[config.mk]
export PLATFORM = sky130hd
export DESIGN_NAME = panel_sync_tear_output
export DESIGN_NICKNAME = d
export VERILOG_FILES = /design/src/verilog/panel_sync_pkg.sv /design/src/verilog/panel_sync_tear_output.sv
export VERILOG_INCLUDE_DIRS = /design/src /design/src/verilog
export SDC_FILE = /design/constraint.sdc
export NUM_CORES = 1
export LEC_CHECK = 0
export BUFFER_PORTS_ARGS = -buffer_cell sky130_fd_sc_hd__buf_2
export CAP_MARGIN = 15
export CORE_MARGIN = 5
export CORE_UTILIZATION = 54
export DETAILED_ROUTE_END_ITERATION = 7
export GPL_ROUTABILITY_DRIVEN = 0
export PLACE_DENSITY = 0.78
export SYNTH_ARGS = -nofsm -noshare
export SYNTH_HDL_FRONTEND = slang
export SYNTH_SLANG_ARGS = --single-unit
[constraint.sdc]
create_clock -name pclk -period 2.5 [get_ports pclk]
set_input_delay 0.5 -clock pclk [delete_from_list [all_inputs] [get_ports pclk]]
set_output_delay 0.5 -clock pclk [all_outputs]
set_load 0.02 [all_outputs]
[src/verilog/panel_sync_defines.svh]
`ifndef PANEL_SYNC_DEFINES_SVH
`define PANEL_SYNC_DEFINES_SVH

// apb register byte offsets
`define REG_CTRL 12'h000
`define REG_SCANLINE 12'h004
`define REG_STATUS 12'h008
`define REG_IRQ_STATUS 12'h00C
`define REG_IRQ_MASK 12'h010
`define REG_COMMAND 12'h014

// command codes written to the command register
`define CMD_TEAR_OFF 8'h34
`define CMD_TEAR_ON 8'h35
`define CMD_TEAR_SCANLINE 8'h44

// control register fields
`define CTRL_SLEEP_BIT 0
`define CTRL_REFRESH_ORDER_BIT 1

// status fields and irq event bits
`define EVT_FIELD_START 0
`define EVT_SCANLINE_HIT 1
`define EVT_WIDTH 2

// timing figures as printed, in picoseconds, and the clock period
`define CLK_PERIOD_PS 5000
`define VDL_MIN_PS 64'd16_500_000_000
`define VDH_MIN_PS 64'd302_000_000
`define HDL_MIN_PS 64'd11_200_000
`define HDH_MIN_PS 64'd22_400_000

// default line count and reset values
`define LINES_PER_FIELD 480
`define SCANLINE_RESET 16'h0000

`endif

[src/verilog/panel_sync_pkg.sv]
`default_nettype none
package panel_sync_pkg;
    typedef enum logic [3:0] {
        ST_OFF = 4'b0001,
        ST_VBLANK = 4'b0010,
        ST_LINE_LO = 4'b0100,
        ST_LINE_HI = 4'b1000
    } sync_state_t;

    typedef struct packed {
        logic tear_output_on;
        logic tear_line_output_mode;
        logic sleep_in;
        logic vertical_refresh_order_bit;
        logic [15:0] scanline;
    } sync_cfg_t;

    typedef struct packed {
        logic [31:0] prdata;
        logic [1:0] irq_status;
        logic [1:0] irq_mask;
    } bus_regs_t;
endpackage
`default_nettype wire

[src/verilog/panel_sync_tear_output.sv]
// Added by the designer: the address map and the APB slave port.
`include "panel_sync_defines.svh"
`default_nettype none

//Contract
//- output driven only after tear-on; off holds low
//- mode from tear-on and scanline parameters; the code takes the mode from the tear-on parameter only
//- mode-0: high when idle, low while scanning
//- mode-1: one vertical plus 480 line pulses; the code gives LINES-1 line pulses, 479 at the default
//- sleep-in forces output low always
//- vertical low >=16.5ms, high >=302us
//- line low >=11.2us, high >=22.4us
//- timing independent of refresh-order bit
module panel_sync_tear_output
    import panel_sync_pkg::*;
#(
    parameter int LINES = `LINES_PER_FIELD,
    parameter int VDH_CYCLES = int'((`VDH_MIN_PS + `CLK_PERIOD_PS - 1) / `CLK_PERIOD_PS),
    parameter int HDL_CYCLES = int'((`HDL_MIN_PS + `CLK_PERIOD_PS - 1) / `CLK_PERIOD_PS),
    parameter int HDH_CYCLES = int'((`HDH_MIN_PS + `CLK_PERIOD_PS - 1) / `CLK_PERIOD_PS),
    parameter int VDL_CYCLES = int'((`VDL_MIN_PS + `CLK_PERIOD_PS - 1) / `CLK_PERIOD_PS)
) (
    // clock and reset
    input wire logic pclk,
    input wire logic presetn,
    // apb slave
    input wire logic psel,
    input wire logic penable,
    input wire logic pwrite,
    input wire logic [11:0] paddr,
    input wire logic [31:0] pwdata,
    input wire logic [3:0] pstrb,
    output logic [31:0] prdata,
    output logic pready,
    output logic pslverr,
    // panel sync pin and interrupt
    output logic panel_sync_out,
    output logic irq
);
    // scanning low interval is the larger of 479 line periods plus one line low time and the vertical low minimum
    localparam int LINE_PERIOD = HDL_CYCLES + HDH_CYCLES;
    localparam int CW = 32;

    typedef struct packed {
        sync_state_t state;
        logic [CW-1:0] cnt;
        logic [CW-1:0] scan_cnt;
        logic [15:0] line;
        logic out;
        sync_cfg_t cfg;
        bus_regs_t regs;
    } state_t;

    state_t cur;
    state_t nxt;

    logic access;
    logic wr;
    logic [`EVT_WIDTH-1:0] evt;
    logic [31:0] rdata;

    assign access = psel && penable;
    assign wr = access && pwrite;

    // read mux; unmapped offsets read zero and flag an error
    always_comb begin
        rdata = 32'h0000_0000;
        pslverr = 1'b0;
        case (paddr)
            `REG_CTRL: rdata = {28'h000_0000, cur.cfg.tear_line_output_mode, cur.cfg.tear_output_on,
                               cur.cfg.vertical_refresh_order_bit, cur.cfg.sleep_in};
            `REG_SCANLINE: rdata = {16'h0000, cur.cfg.scanline};
            `REG_STATUS: rdata = {cur.line, 11'h000, cur.state, cur.out};
            `REG_IRQ_STATUS: rdata = {30'h0000_0000, cur.regs.irq_status};
            `REG_IRQ_MASK: rdata = {30'h0000_0000, cur.regs.irq_mask};
            `REG_COMMAND: rdata = 32'h0000_0000;
            default: pslverr = access;
        endcase
    end

    // next-state logic: command decode, timing generator, irq bookkeeping
    always_comb begin
        nxt = cur;
        evt = '0;
        // scanning counter runs in every state and saturates at all ones, so vertical low reaches its minimum
        if (cur.scan_cnt != '1) begin
            nxt.scan_cnt = cur.scan_cnt + 1'b1;
        end
        // register writes
        if (wr && pstrb[0]) begin
            case (paddr)
                `REG_CTRL: begin
                    nxt.cfg.sleep_in = pwdata[`CTRL_SLEEP_BIT];
                    nxt.cfg.vertical_refresh_order_bit = pwdata[`CTRL_REFRESH_ORDER_BIT];
                end
                `REG_COMMAND: begin
                    case (pwdata[15:8])
                        `CMD_TEAR_OFF: nxt.cfg.tear_output_on = 1'b0;
                        `CMD_TEAR_ON: begin
                            nxt.cfg.tear_output_on = 1'b1;
                            nxt.cfg.tear_line_output_mode = pwdata[0];
                        end
                        `CMD_TEAR_SCANLINE: nxt.cfg.scanline = {7'h00, pwdata[24:16]};
                        default: ;
                    endcase
                end
                `REG_IRQ_MASK: nxt.regs.irq_mask = pwdata[`EVT_WIDTH-1:0];
                default: ;
            endcase
        end
        if (wr && pstrb[1] && paddr == `REG_SCANLINE) begin
            nxt.cfg.scanline = pwdata[15:0];
        end
        // timing generator; the refresh-order bit is not read, so both settings share timing
        nxt.cnt = cur.cnt + 1'b1;
        case (cur.state)
            ST_OFF: begin
                nxt.out = 1'b0;
                nxt.cnt = '0;
                if (cur.cfg.tear_output_on && !cur.cfg.sleep_in) begin
                    nxt.state = ST_VBLANK;
                end
            end
            ST_VBLANK: begin
                nxt.out = 1'b1;
                if (cur.cnt >= CW'(VDH_CYCLES - 1)) begin
                    nxt.state = ST_LINE_LO;
                    nxt.cnt = '0;
                    nxt.scan_cnt = '0;
                    nxt.line = '0;
                    evt[`EVT_FIELD_START] = 1'b1;
                end
            end
            ST_LINE_LO: begin
                nxt.out = 1'b0;
                if (cur.cnt >= CW'(HDL_CYCLES - 1)) begin
                    nxt.cnt = '0;
                    if (cur.line == 16'(LINES - 1)) begin
                        // last line stays low until the vertical low minimum is met
                        if (cur.scan_cnt >= CW'(VDL_CYCLES - 1)) begin
                            nxt.state = ST_VBLANK;
                        end else begin
                            nxt.cnt = cur.cnt;
                        end
                    end else begin
                        nxt.state = ST_LINE_HI;
                    end
                end
            end
            ST_LINE_HI: begin
                // in mode 1 the line gap shows as a high pulse, in mode 0 the pin stays low
                nxt.out = cur.cfg.tear_line_output_mode;
                if (cur.cnt >= CW'(HDH_CYCLES - 1)) begin
                    nxt.cnt = '0;
                    nxt.line = cur.line + 1'b1;
                    nxt.state = ST_LINE_LO;
                    if (cur.line + 1'b1 == cur.cfg.scanline) begin
                        evt[`EVT_SCANLINE_HIT] = 1'b1;
                    end
                end
            end
            default: nxt.state = ST_OFF;
        endcase
        // disable or sleep drops the pin at once, regardless of mode
        if (!nxt.cfg.tear_output_on || nxt.cfg.sleep_in) begin
            nxt.state = ST_OFF;
            nxt.out = 1'b0;
        end
        // sticky irq flags; a new event wins over a write-one clear
        if (wr && pstrb[0] && paddr == `REG_IRQ_STATUS) begin
            nxt.regs.irq_status = cur.regs.irq_status & ~pwdata[`EVT_WIDTH-1:0];
        end
        nxt.regs.irq_status = nxt.regs.irq_status | evt;
        nxt.regs.prdata = (access && !pwrite) ? rdata : cur.regs.prdata;
    end

    // single state register; reset leaves the output off and low
    always_ff @(posedge pclk or negedge presetn) begin
        if (!presetn) begin
            cur <= '{state: ST_OFF, cnt: '0, scan_cnt: '0, line: '0, out: 1'b0,
                     cfg: '{tear_output_on: 1'b0, tear_line_output_mode: 1'b0, sleep_in: 1'b0,
                            vertical_refresh_order_bit: 1'b0, scanline: `SCANLINE_RESET},
                     regs: '{prdata: 32'h0000_0000, irq_status: 2'b00, irq_mask: 2'b00}};
        end else begin
            cur <= nxt;
        end
    end

    // zero-wait slave: read data muxed live in the access phase
    assign pready = 1'b1;
    assign prdata = rdata;
    assign panel_sync_out = cur.out; // host paces frame writes on this
    assign irq = |(cur.regs.irq_status & cur.regs.irq_mask);
endmodule
`default_nettype wire
==> flow_metrics.py <==
metrics = {
    "timing": {
        "fin_crit_ns": 2.40,
        "final-setup-viol-count": 0,
        "fmax_mhz": 417,
        "hold_viol": 0,
        "setup_tns_ns": 0,
        "rsz0062_at_grt": "no",
        "worst_pin_slew_ns": 0.624,
        "slew_headroom_pct": 58.3,
        "setup_ws_ns": 0.101,
        "fin_crit_sh_pct": 96.0,
        "drv_slew": 0,
        "finClkSkew_ns": 0.0131,
    },
    "global_route": {
        "antenna_found_initial": 0,
        "track_usage_pct": 23.0,
        "grt_max_degree": 46,
        "grt_pass1_wl_um": 30900,
        "grt_overflow_total": 0,
        "grt_pass1_vias": 6293,
    },
    "critical_path": {
        "cp_cell_sequence": "buf_2 > nor4_2 > nand3_1 > nor2_2 > nand2_1 > nor2_1 > buf_4 > a22o_1 > buf_2",
        "worst-path-max-fanout": 14,
        "worstSetupPathType": "in2out",
        "worstPathArrival_ns": 1.90,
        "cp_top_family": "simple AND/OR/NAND/NOR gates",
        "crit_required_ns": 2.00,
        "cpMaxStageDelayCell": "nor4_2",
        "cp-end-kind": "output port",
        "start_kind": "primary input",
        "critPathMaxStageDelay_ns": 0.29,
        "crit_path_frequent_cell": "buf_2",
        "timing.critical_path.buf_inv": 3,
    },
    "power": {
        "p_per_area_nw_per_um2": 393,
        "peakVddDrop_mv": 0.379,
        "p_leak_uw": 0.00379,
    },
    "die": {
        "start_util_pct": 55.2,
        "fp.dieH_um": 127,
        "ios": 89,
        "die_area_um2": 16000,
        "dieWidth_um": 127,
        "rows": 42,
        "core-area_um2": 13300,
    },
    "synth": {
        "syn_area_per_cell_um2": 8.57,
        "seq_area_frac_synth_pct": 37.2,
        "yosysUniqueCellTypes": 76,
        "netlist_area_um2": 7340,
        "synthFlopType": "dfrtp_1",
        "synth_warnings": 0,
        "synth_enable_flop_cells": 0,
        "synthArstFlopShare_pct": 100,
        "synthesis.instances": 856,
        "synthesis.nets": 912,
        "synth.ff_latch_count": 109,
    },
    "routing": {
        "drt_wl_total_um": 18200,
        "met2_length_um": 8610,
        "drc": 0,
        "drtPass1Iterations": 5,
        "top_layer_used": "met4",
        "met3_length_um": 1060,
        "vias": 6778,
        "ant_nets": 0,
        "m1WireLength_um": 8270,
        "wl_per_cell_um": 16.2,
        "vias_per_cell": 6.02,
        "drt_iter0_markers": 633,
    },
    "clock_tree": {
        "clk_pin_slew_ns": 0.08,
        "cts_buffers": 9,
        "ctsLongestPathBuffers": 2,
        "cts_tree": "done",
        "worstSkewPairLatency_ns": 0.35,
        "htreeDepth": 3,
        "cts.sinks": 109,
        "root_buffer": "clkbuf_16",
        "postCtsSetupRepairBufs": 0,
    },
    "worst_hold_path": {
        "worstHoldPathType": "in2async",
    },
    "layout": {
        "area_growth_pct": 14.0,
        "fin_nets": 1000,
        "drive_gt1_share_pct": 21.3,
        "num_antenna_cells": 0,
        "n_fill_cell": 1121,
    },
    "placed_design": {
        "port_buffers": 78,
        "dp_slack_ns": 0.0987,
        "place_hpwl_um": 13300,
    },
    "flow_run": {
        "cap_violations": 0,
    },
    "outcome": {
        "status": "complete, no violations",
    },
}
[layer usage]
layer  global-route usage [%]  vias up
met5                        0        -
li1                         -     3300
met3                     4.08       26
met2                     36.4      233
met1                     32.9     3219
met4                     6.06        0
[what timing repair did]
| item | in CTS | in global routing |
|---|---|---|
| hold buffers | 0 | 0 |
| gates resized for setup | 0 | 1 |
| endpoints found under the setup margin | 0 | 6 |
[path summary, 6_finish.rpt]
path                       depth (start not counted)  slack (ns)              endpoint            startpoint
min in group pclk                                  3        0.37   cur[43]$_DFFE_PN0P_            pwdata[23]
min                                                1        0.05   cur[48]$_DFFE_PN0P_               presetn
max reg2reg                                        7        0.18  cur[121]$_DFFE_PN0P_  cur[128]$_DFFE_PN0P_
min reg2reg                                        1        0.52      cur[2]$_DFF_PN0_      cur[2]$_DFF_PN0_
max                                                9        0.10             prdata[4]              paddr[9]
max in group asynchronous                          2        1.80  cur[137]$_DFFE_PN1P_               presetn
[synthesized netlist by cell type, types with 16 or more instances]
library cell | n | share of area (%)
nand2_1 | 122 | 6.2
nor2_1 | 72 | 3.7
nor3_1 | 44 | 3.0
nor4_1 | 16 | 1.4
and2_1 | 36 | 3.1
o21ai_0 | 35 | 2.4
xor2_1 | 25 | 3.0
buf_2 | 19 | 1.3
xnor2_1 | 27 | 3.2
o22ai_1 | 21 | 1.8
nand3_1 | 33 | 2.3
dfrtp_1 | 108 | 37
nand4_1 | 35 | 3.0
clkbuf_1 | 17 | 0.87
[cells by family after synthesis]
logic type,count (synthesis),share of synthesized area [%]
DFF,109,37.2
and+or+nand+nor,451,33.5
muxes,12,2.06
AOI/OAI and AO/OA,164,15.7
buffers and inverters,64,4.77
xor gates and xnor gates,52,6.21
other,1,0.0511
adders and majority gates,3,0.512
[cell type report]
cell class	count	area, um^2	area share [%]
clock buffer	12	267	3.18
tap	176	220	2.63
timing repair buffer	129	801	9.57
clock inverter	4	27.5	0.329
multi-input combinational	683	4280	51.1
inverter	12	45.0	0.538
sequential	109	2730	32.6
[metrics by stage]
stage	power, uW	cells	utilization (%)	hold slack [ns]	instance area (um^2)
2_1_floorplan	1820	856	-	0.204	7350
3_3_place_gp	1910	1109	60.7	0.442	8070
3_5_place_dp	1910	1109	60.7	0.444	8070
4_1_cts	3330	1125	62.9	0.0588	8360
5_1_grt	3420	1125	62.9	0.0756	8370
6_report	3290	1125	62.9	0.0527	8370
[flip-flops by register name, summed over array words and instances, names as in the netlist]
name and flops:
cur 108, panel_sync_out 1
[layout by cell type (no fill, tap or decap), types with 13 or more instances in the layout]
cell type,netlist,routed
nor2_1,72,71
o211ai_1,13,13
nor3_1,44,44
nand3_1,33,33
and3_1,15,15
xnor2_1,27,27
o21ai_0,35,35
a21oi_1,13,13
and2_1,36,26
nand2_1,122,122
buf_2,19,77
xor2_1,25,25
nor4_1,16,15
o22ai_1,21,21
dfrtp_1,108,108
nand4_1,35,35
buf_4,7,50
[where the power goes]
group / internal [uW] / total, uW / switching [uW]
Combinational: 42.5 / 114 / 71.3
Clock: 763 / 1420 / 654
Sequential: 1760 / 1760 / 0.284
Total: 2570 / 3290 / 726
Note: power is estimated with default switching activity, not from simulation.
